**config.mk**
```make
export PLATFORM = sky130hd
export DESIGN_NAME = dpc_regs
export DESIGN_NICKNAME = d
export VERILOG_FILES = /design/src/dpc_pkg.sv /design/src/dpc_reg_if.sv /design/src/dpc_regs.sv /design/src/dpc_reg8.sv
export SDC_FILE = /design/constraint.sdc
export NUM_CORES = 1
export LEC_CHECK = 0
export BUFFER_PORTS_ARGS = -buffer_cell sky130_fd_sc_hd__buf_4
export CELL_PAD_IN_SITES_DETAIL_PLACEMENT = 1
export CELL_PAD_IN_SITES_GLOBAL_PLACEMENT = 2
export CORE_AREA = 2 2 100 102
export CTS_BUF_LIST = sky130_fd_sc_hd__clkbuf_2
export DETAILED_ROUTE_END_ITERATION = 12
export DIE_AREA = 0 0 102 104
export PLACE_DENSITY_LB_ADDON = 0.1
export SETUP_SLACK_MARGIN = 0.3
export SYNTH_ARGS = -nofsm -noshare
export SYNTH_HDL_FRONTEND = slang
export SYNTH_SLANG_ARGS = --single-unit
```
**constraint.sdc**
```tcl
create_clock -name ref_clk_i -period 3.7 [get_ports ref_clk_i]
set_clock_uncertainty 0.2 [all_clocks]
set_input_delay 0.555 -clock ref_clk_i [delete_from_list [all_inputs] [get_ports ref_clk_i]]
set_output_delay 0.555 -clock ref_clk_i [all_outputs]
set_load 0.02 [all_outputs]
```
**src/dpc_pkg.sv**
```systemverilog
// Functional notes
// - First-loop bypass resets to 0; writing 1 bypasses the first loop.
// - Oscillator choice 0 selects fixed oscillator, 1 selects tunable one; reset 0.
// - Slope sign resets 0 positive; 1 inverts loop drive sense.
// - Force-mid-voltage 1 holds loop filter output at half supply.
// - Force-mid-voltage bit comes up set to 1 after reset.
// - First-loop pump current is 50 uA times field plus one; reset 01111.
// - Phase-offset enable 1 applies static offset field; 0 applies none.
package dpc_pkg;
  localparam logic [7:0] DPC_OFS_PATH   = 8'h18;
  localparam logic [7:0] DPC_OFS_VCXO   = 8'h1c;
  localparam logic [7:0] DPC_OFS_PHASE  = 8'h1d;
  localparam logic [7:0] DPC_OFS_SYNTH  = 8'h1e;
  // Index constants: printed offsets are not all word aligned
  localparam int         DPC_ADDR_W     = 8;
  localparam int         DPC_IDX_SHIFT  = 2;
  localparam int         BIT_OSC_CHOICE = 0;
  localparam int         BIT_BYPASS     = 1;
  localparam int         BIT_FORCE_MID  = 6;
  localparam int         BIT_SLOPE      = 7;
  localparam int         BIT_OFS_EN     = 5;
  localparam int         FLD_W          = 5;
  localparam logic [7:0] MASK_PATH      = 8'h03;
  localparam logic [7:0] MASK_VCXO      = 8'hdf;
  localparam logic [7:0] MASK_PHASE     = 8'h3f;
  localparam logic [7:0] MASK_SYNTH     = 8'h1f;
  localparam logic [7:0] RST_PATH       = 8'h00;
  localparam logic [7:0] RST_VCXO       = 8'h4f;
  localparam logic [7:0] RST_PHASE      = 8'h00;
  localparam logic [7:0] RST_SYNTH      = 8'h06;
  localparam logic [1:0] RESP_OKAY      = 2'b00;
  localparam logic [1:0] RESP_SLVERR    = 2'b10;
endpackage

```
**src/dpc_reg_if.sv**
```systemverilog
`timescale 1ns/1ps
interface dpc_reg_if;
  logic       wr_en;
  logic [1:0] wr_sel;
  logic [7:0] wr_data;
  logic [3:0] wr_strb;
  modport bus (output wr_en, output wr_sel, output wr_data, output wr_strb);
  modport regs (input wr_en, input wr_sel, input wr_data, input wr_strb);
endinterface

```
**src/dpc_regs.sv**
```systemverilog
`timescale 1ns/1ps
module dpc_regs
  import dpc_pkg::*;
(
  input  wire logic        ref_clk_i,
  input  wire logic        rst_n_i,
  input  wire logic [7:0]  s_axi_awaddr,
  input  wire logic        s_axi_awvalid,
  output      logic        s_axi_awready,
  input  wire logic [31:0] s_axi_wdata,
  input  wire logic [3:0]  s_axi_wstrb,
  input  wire logic        s_axi_wvalid,
  output      logic        s_axi_wready,
  output      logic [1:0]  s_axi_bresp,
  output      logic        s_axi_bvalid,
  input  wire logic        s_axi_bready,
  input  wire logic [7:0]  s_axi_araddr,
  input  wire logic        s_axi_arvalid,
  output      logic        s_axi_arready,
  output      logic [31:0] s_axi_rdata,
  output      logic [1:0]  s_axi_rresp,
  output      logic        s_axi_rvalid,
  input  wire logic        s_axi_rready,
  output      logic        first_loop_bypass_o,
  output      logic        oscillator_choice_o,
  output      logic        slope_sign_o,
  output      logic        force_mid_voltage_o,
  output      logic [4:0]  first_loop_pump_current_o,
  output      logic        phase_offset_enable_o,
  output      logic [4:0]  phase_offset_o,
  output      logic [4:0]  second_loop_pump_current_o
);
  typedef enum logic [2:0] {
    W_IDLE = 3'b001,
    W_BUSY = 3'b010,
    W_RESP = 3'b100
  } dpc_wst_t;

  dpc_wst_t   wst_r;
  logic       aw_got_r;
  logic       w_got_r;
  logic [7:0] awaddr_r;
  logic [31:0] wdata_r;
  logic [3:0] wstrb_r;
  logic [7:0] q_path;
  logic [7:0] q_vcxo;
  logic [7:0] q_phase;
  logic [7:0] q_synth;
  logic [1:0] bresp_r;
  dpc_reg_if  wbus ();

  // Byte address = printed index * 4
  function automatic logic [2:0] dpc_decode(input logic [7:0] a);
    logic [2:0] r;
    r = 3'b100;
    if (a[1:0] == 2'b00) begin
      case (a >> DPC_IDX_SHIFT)
        DPC_OFS_PATH:  r = 3'b000;
        DPC_OFS_VCXO:  r = 3'b001;
        DPC_OFS_PHASE: r = 3'b010;
        DPC_OFS_SYNTH: r = 3'b011;
        default:       r = 3'b100;
      endcase
    end
    return r;
  endfunction

  wire [2:0] wdec = dpc_decode(awaddr_r);
  wire [2:0] rdec = dpc_decode(s_axi_araddr);
  wire       both = aw_got_r && w_got_r;

  assign s_axi_awready = (wst_r == W_IDLE) && !aw_got_r;
  assign s_axi_wready  = (wst_r == W_IDLE) && !w_got_r;
  assign s_axi_bvalid  = (wst_r == W_RESP);
  assign s_axi_bresp   = bresp_r;
  assign wbus.wr_en    = (wst_r == W_BUSY) && !wdec[2];
  assign wbus.wr_sel   = wdec[1:0];
  assign wbus.wr_data  = wdata_r[7:0];
  assign wbus.wr_strb  = wstrb_r;

  always_ff @(posedge ref_clk_i or negedge rst_n_i) begin
    if (!rst_n_i) begin
      wst_r    <= W_IDLE;
      aw_got_r <= 1'b0;
      w_got_r  <= 1'b0;
      awaddr_r <= 8'h00;
      wdata_r  <= 32'h0000_0000;
      wstrb_r  <= 4'h0;
      bresp_r  <= RESP_OKAY;
    end else begin
      case (wst_r)
        W_IDLE: begin
          if (s_axi_awvalid && s_axi_awready) begin
            aw_got_r <= 1'b1;
            awaddr_r <= s_axi_awaddr;
          end
          if (s_axi_wvalid && s_axi_wready) begin
            w_got_r <= 1'b1;
            wdata_r <= s_axi_wdata;
            wstrb_r <= s_axi_wstrb;
          end
          if (both) begin
            wst_r <= W_BUSY;
          end
        end
        W_BUSY: begin
          bresp_r  <= wdec[2] ? RESP_SLVERR : RESP_OKAY;
          aw_got_r <= 1'b0;
          w_got_r  <= 1'b0;
          wst_r    <= W_RESP;
        end
        W_RESP: begin
          if (s_axi_bready) begin
            wst_r <= W_IDLE;
          end
        end
        default: wst_r <= W_IDLE;
      endcase
    end
  end

  dpc_reg8 #(.SEL(2'd0), .RST(RST_PATH), .MASK(MASK_PATH)) u_path (
    .ref_clk_i (ref_clk_i),
    .rst_n_i   (rst_n_i),
    .wr        (wbus.regs),
    .q_o       (q_path)
  );
  // Reset value sets force-mid-voltage and pump current 01111
  dpc_reg8 #(.SEL(2'd1), .RST(RST_VCXO), .MASK(MASK_VCXO)) u_vcxo (
    .ref_clk_i (ref_clk_i),
    .rst_n_i   (rst_n_i),
    .wr        (wbus.regs),
    .q_o       (q_vcxo)
  );
  dpc_reg8 #(.SEL(2'd2), .RST(RST_PHASE), .MASK(MASK_PHASE)) u_phase (
    .ref_clk_i (ref_clk_i),
    .rst_n_i   (rst_n_i),
    .wr        (wbus.regs),
    .q_o       (q_phase)
  );
  dpc_reg8 #(.SEL(2'd3), .RST(RST_SYNTH), .MASK(MASK_SYNTH)) u_synth (
    .ref_clk_i (ref_clk_i),
    .rst_n_i   (rst_n_i),
    .wr        (wbus.regs),
    .q_o       (q_synth)
  );

  assign first_loop_bypass_o        = q_path[BIT_BYPASS];
  assign oscillator_choice_o        = q_path[BIT_OSC_CHOICE];
  assign slope_sign_o               = q_vcxo[BIT_SLOPE];
  assign force_mid_voltage_o        = q_vcxo[BIT_FORCE_MID];
  assign first_loop_pump_current_o  = q_vcxo[FLD_W-1:0];
  assign phase_offset_enable_o      = q_phase[BIT_OFS_EN];
  // Own flop for the applied offset, zero while disabled
  logic [FLD_W-1:0] offset_r;
  wire              ofs_wr  = wbus.wr_en && (wbus.wr_sel == 2'd2) && wbus.wr_strb[0];
  wire  [FLD_W-1:0] ofs_nxt = wbus.wr_data[BIT_OFS_EN] ? wbus.wr_data[FLD_W-1:0] : '0;

  always_ff @(posedge ref_clk_i or negedge rst_n_i) begin
    if (!rst_n_i) begin
      offset_r <= RST_PHASE[BIT_OFS_EN] ? RST_PHASE[FLD_W-1:0] : '0;
    end else if (ofs_wr) begin
      offset_r <= ofs_nxt;
    end
  end

  assign phase_offset_o = offset_r;
  assign second_loop_pump_current_o = q_synth[FLD_W-1:0];

  logic [7:0] rsel;
  assign rsel = (rdec == 3'b000) ? q_path  :
                (rdec == 3'b001) ? q_vcxo  :
                (rdec == 3'b010) ? q_phase :
                (rdec == 3'b011) ? q_synth : 8'h00;

  assign s_axi_arready = !s_axi_rvalid;

  always_ff @(posedge ref_clk_i or negedge rst_n_i) begin
    if (!rst_n_i) begin
      s_axi_rvalid <= 1'b0;
      s_axi_rdata  <= 32'h0000_0000;
      s_axi_rresp  <= RESP_OKAY;
    end else if (s_axi_arvalid && s_axi_arready) begin
      s_axi_rvalid <= 1'b1;
      s_axi_rdata  <= {24'h00_0000, rsel};
      s_axi_rresp  <= rdec[2] ? RESP_SLVERR : RESP_OKAY;
    end else if (s_axi_rready) begin
      s_axi_rvalid <= 1'b0;
    end
  end

  property p_reset_vcxo;
    @(posedge ref_clk_i) $rose(rst_n_i) |-> force_mid_voltage_o && !slope_sign_o
      && (first_loop_pump_current_o == RST_VCXO[FLD_W-1:0]);
  endproperty
  a_reset_vcxo: assert property (p_reset_vcxo) else $error("vcxo reset wrong");

  property p_path_reset;
    @(posedge ref_clk_i) $rose(rst_n_i) |-> !first_loop_bypass_o && !oscillator_choice_o;
  endproperty
  a_path_reset: assert property (p_path_reset) else $error("path reset wrong");

  property p_bypass_wr;
    @(posedge ref_clk_i) disable iff (!rst_n_i)
      wbus.wr_en && wbus.wr_sel == 2'd0 && wbus.wr_strb[0]
      |=> first_loop_bypass_o == $past(wbus.wr_data[BIT_BYPASS]);
  endproperty
  a_bypass_wr: assert property (p_bypass_wr) else $error("bypass not written");

  property p_osc_wr;
    @(posedge ref_clk_i) disable iff (!rst_n_i)
      wbus.wr_en && wbus.wr_sel == 2'd0 && wbus.wr_strb[0]
      |=> oscillator_choice_o == $past(wbus.wr_data[BIT_OSC_CHOICE]);
  endproperty
  a_osc_wr: assert property (p_osc_wr) else $error("osc choice not written");

  property p_slope_wr;
    @(posedge ref_clk_i) disable iff (!rst_n_i)
      wbus.wr_en && wbus.wr_sel == 2'd1 && wbus.wr_strb[0]
      |=> slope_sign_o == $past(wbus.wr_data[BIT_SLOPE]);
  endproperty
  a_slope_wr: assert property (p_slope_wr) else $error("slope not written");

  property p_force_hold;
    @(posedge ref_clk_i) disable iff (!rst_n_i)
      !(wbus.wr_en && wbus.wr_sel == 2'd1) |=> $stable(force_mid_voltage_o);
  endproperty
  a_force_hold: assert property (p_force_hold) else $error("force bit moved");

  property p_pump_wr;
    @(posedge ref_clk_i) disable iff (!rst_n_i)
      wbus.wr_en && wbus.wr_sel == 2'd1 && wbus.wr_strb[0]
      |=> first_loop_pump_current_o == $past(wbus.wr_data[FLD_W-1:0]);
  endproperty
  a_pump_wr: assert property (p_pump_wr) else $error("pump current not written");

  property p_offset_gate;
    @(posedge ref_clk_i) disable iff (!rst_n_i)
      phase_offset_o == (phase_offset_enable_o ? q_phase[FLD_W-1:0] : 5'h00);
  endproperty
  a_offset_gate: assert property (p_offset_gate) else $error("offset leaks");

  property p_reserved_zero;
    @(posedge ref_clk_i) disable iff (!rst_n_i)
      s_axi_rvalid |-> s_axi_rdata[31:8] == 24'h00_0000 && (q_vcxo & ~MASK_VCXO) == 8'h00;
  endproperty
  a_reserved_zero: assert property (p_reserved_zero) else $error("reserved bits set");
endmodule

```
**src/dpc_reg8.sv**
```systemverilog
`timescale 1ns/1ps
module dpc_reg8
  import dpc_pkg::*;
#(
  parameter logic [1:0] SEL   = 2'd0,
  parameter logic [7:0] RST   = 8'h00,
  parameter logic [7:0] MASK  = 8'hff,
  parameter logic [3:0] LANE  = 4'h1,
  parameter int         SHIFT = 0
) (
  input  wire logic       ref_clk_i,
  input  wire logic       rst_n_i,
  dpc_reg_if.regs         wr,
  output      logic [7:0] q_o
);
  wire hit = wr.wr_en && (wr.wr_sel == SEL) && ((wr.wr_strb & LANE) != 4'h0);
  always_ff @(posedge ref_clk_i or negedge rst_n_i) begin
    if (!rst_n_i) begin
      q_o <= RST;
    end else if (hit) begin
      q_o <= wr.wr_data & MASK;
    end
  end
endmodule

```
==> reports/metrics.csv <==
metric;value;unit
die_w;102;um
yosysUniqueCellTypes;35;
num_rows;36;
dp.cells;424;
cts.hold.buffers_added;1;
core_area;0.00955;sq mm
status;completed;
fin_crit;2.61;ns
drv_cap;0;
worst_pin_slew;0.764;ns
vias;1898;
dieHeight;104;um
cp-startpoint;wst_r[0]$_DFFE_PN1P_;
grt_start_max_net_pins;59;
synth-main-ff-cell;dfrtp_1;
synthArstFlopShare;100;%
place_congestion;0.704;
path_max_fanout;11;
syn_area;0.00277;sq mm
cts-root-buf;clkbuf_2;
holdWs;0.130;ns
tritoncts;built;
cts_resized;0;
fin_crit_sh;70.4;%
area_delta_synth_final;22.6;%
antennaDiodeCount;0;
clkTransAtPathRegs;0.16;ns
dp_hpwl;4590;um
syn_area_per_cell;11.9;sq um
dr.first_iter.drc_count;27;
hold_violations;0;
grt_use_total;12.5;%
clock_latency;0.45;ns
die-area;0.0106;sq mm
cts_buffer_depth;2;
finalSetupViolCount;0;
route.detailed.wl_per_inst;14.5;um
clock-sinks;58;
arrival;1.85;ns
grt_first_pass_wirelength;10100;um
max_freq;0.384;GHz
critPathRequiredTime;2.94;ns
r2r_start;wst_r[2]$_DFFE_PN0P_;
ys_seq_elements;58;
min_from;s_axi_wdata[7];
critPathKind;reg -> out;
yosys_warnings;0;
drc;0;
cts_made_buffers;9;
postRouteAntennaNets;0;
firstDrtPassIters;4;
gr-total-overflow;0;
synthCells;233;
slew_violations;0;
drt_wl_total;6430;um
synth_edf_count;0;
nets;363;
viasPerCell;4.29;
ys_seq_area_share;52.8;%
leakage;1.61;nW
io_buffers;66;
cts_htree_levels;3;
num_io_pins;120;
postCtsSetupBuffers;0;
slew_headroom;49.1;%
antenna_found_initial;0;
start_util;29.0;%
r2r_setup_slack;1.36;ns
rsz0062_at_grt;no;
ir_drop;0.187;mV
crit_path_start_kind;register;
layout-drive-gt1-share;43.0;%
crit_path_end_kind;output port;
fin_cells;442;
grt_pass1_vias;1909;
hold_path.class;in -> reg;
p_per_area;498;mW/mm^2
setup_tns;0;ns
[power by group]
| part | switching [W] | internal, W |
|---|---|---|
| Sequential | 0.000184 | 0.000768 |
| Combinational | 0.000204 | 0.000229 |
| Clock | 0.000224 | 0.0000808 |
[per-stage QoR]
step	area (sq um)	power [W]	setup WS [ns]	util (%)
detailed placement	3300	0.00141	1.34	34.5
floorplan	2860	0.00125	1.58	-
global route	3390	0.00182	0.945	35.5
finish	3390	0.00169	1.09	35.5
CTS	3380	0.00173	1.03	35.4
global placement	3300	0.00139	1.33	34.5
[placed cells by master, fill, tap and decap left out, types with 2 or more instances in the layout]
| master | Yosys | final |
|---|---|---|
| buf_4 | 27 | 66 |
| dfrtp_1 | 50 | 50 |
| mux2_2 | 38 | 38 |
| conb_1 | 1 | 26 |
| nand2_1 | 21 | 21 |
| o21ai_0 | 19 | 19 |
| clkbuf_2 | 1 | 10 |
| dfstp_2 | 8 | 8 |
| nor2_1 | 7 | 7 |
| nand2b_1 | 6 | 6 |
| mux2i_1 | 5 | 5 |
| a22o_1 | 5 | 5 |
| inv_1 | 4 | 4 |
| clkinv_1 | 0 | 4 |
| nand2_2 | 3 | 3 |
| a21oi_1 | 3 | 3 |
| nand4b_1 | 3 | 3 |
| nand3_1 | 3 | 3 |
| o21a_1 | 3 | 3 |
| nor2_2 | 2 | 2 |
| maj3_1 | 2 | 2 |
| nor4_4 | 2 | 2 |
| or3_1 | 2 | 2 |
| nor2b_1 | 2 | 2 |
| clkinv_2 | 0 | 2 |
| dlygate4sd3_1 | 0 | 2 |
[path summary, 6_finish.rpt]
kind                       cells past startpoint                         end
setup reg to reg                               3  u_phase.q_o[4]$_DFFE_PN0P_
min in group asynchronous                      2  s_axi_rresp[1]$_DFFE_PN0P_
setup / recovery                               3               s_axi_awready
hold / removal                                 2      wdata_r[7]$_DFFE_PN0P_
hold reg to reg                                2  s_axi_rdata[6]$_DFFE_PN0P_
max in group asynchronous                      2        wst_r[2]$_DFFE_PN0P_
[layer usage]
| metal | part of all wire (%) | track usage (%) | vias to the layer above |
|---|---|---|---|
| met5 | 0 | 0 | - |
| met4 | 1.0 | 5.43 | 0 |
| met3 | 5.1 | 3.23 | 6 |
| met2 | 49 | 19.5 | 57 |
| met1 | 45 | 16.1 | 929 |
| li1 | - | - | 906 |
[state kept, by name (all words and copies together), names as in the netlist]
register        flops
s_axi_rdata         8
u_path.q_o          2
awaddr_r            8
phase_offset_o      5
w_got_r             1
wst_r               3
s_axi_rresp         1
wbus.wr_strb        1
u_vcxo.q_o          7
wdata_r             8
u_synth.q_o         5
u_phase.q_o         6
s_axi_bresp         1
s_axi_rvalid        1
aw_got_r            1
[cells in the mapped netlist (4+ instances only)]
library cell | instances | share of area [%]
o21ai_0 | 19 | 3.4
buf_4 | 27 | 7.3
nand2b_1 | 6 | 1.4
a22o_1 | 5 | 1.6
nor2_1 | 7 | 0.95
dfstp_2 | 8 | 7.6
mux2_2 | 38 | 15
clkbuf_1 | 5 | 0.68
nand2_1 | 21 | 2.8
mux2i_1 | 5 | 1.8
inv_1 | 4 | 0.54
dfrtp_1 | 50 | 45
[worst max-delay path, stage by stage (launching register included)]
cell	delay [ns]
dfstp_2	0.67
or3b_1	0.44
nor2_2	0.15
buf_4	0.16
[kinds of logic after synthesis]
| group | Yosys count | synth area share (%) |
|---|---|---|
| and+or+nand+nor | 60 | 13.4 |
| DFF | 58 | 52.8 |
| muxes | 43 | 17.3 |
| buffers and inverters | 37 | 8.72 |
| AOI/OAI and AO/OA | 32 | 6.96 |
| adders and majority gates | 2 | 0.723 |
| other | 1 | 0.135 |
[area by class of cell]
| type | count | area (sq um) |
|---|---|---|
| clock buffer | 10 | 50.0 |
| timing repair buffer | 68 | 515 |
| tap | 133 | 166 |
| multi-input combinational | 163 | 1160 |
| fill | 1083 | 6160 |
| sequential | 58 | 1460 |
| inverter | 4 | 15.0 |
| clock inverter | 6 | 25.0 |
Note: power is estimated with default switching activity, not from simulation.
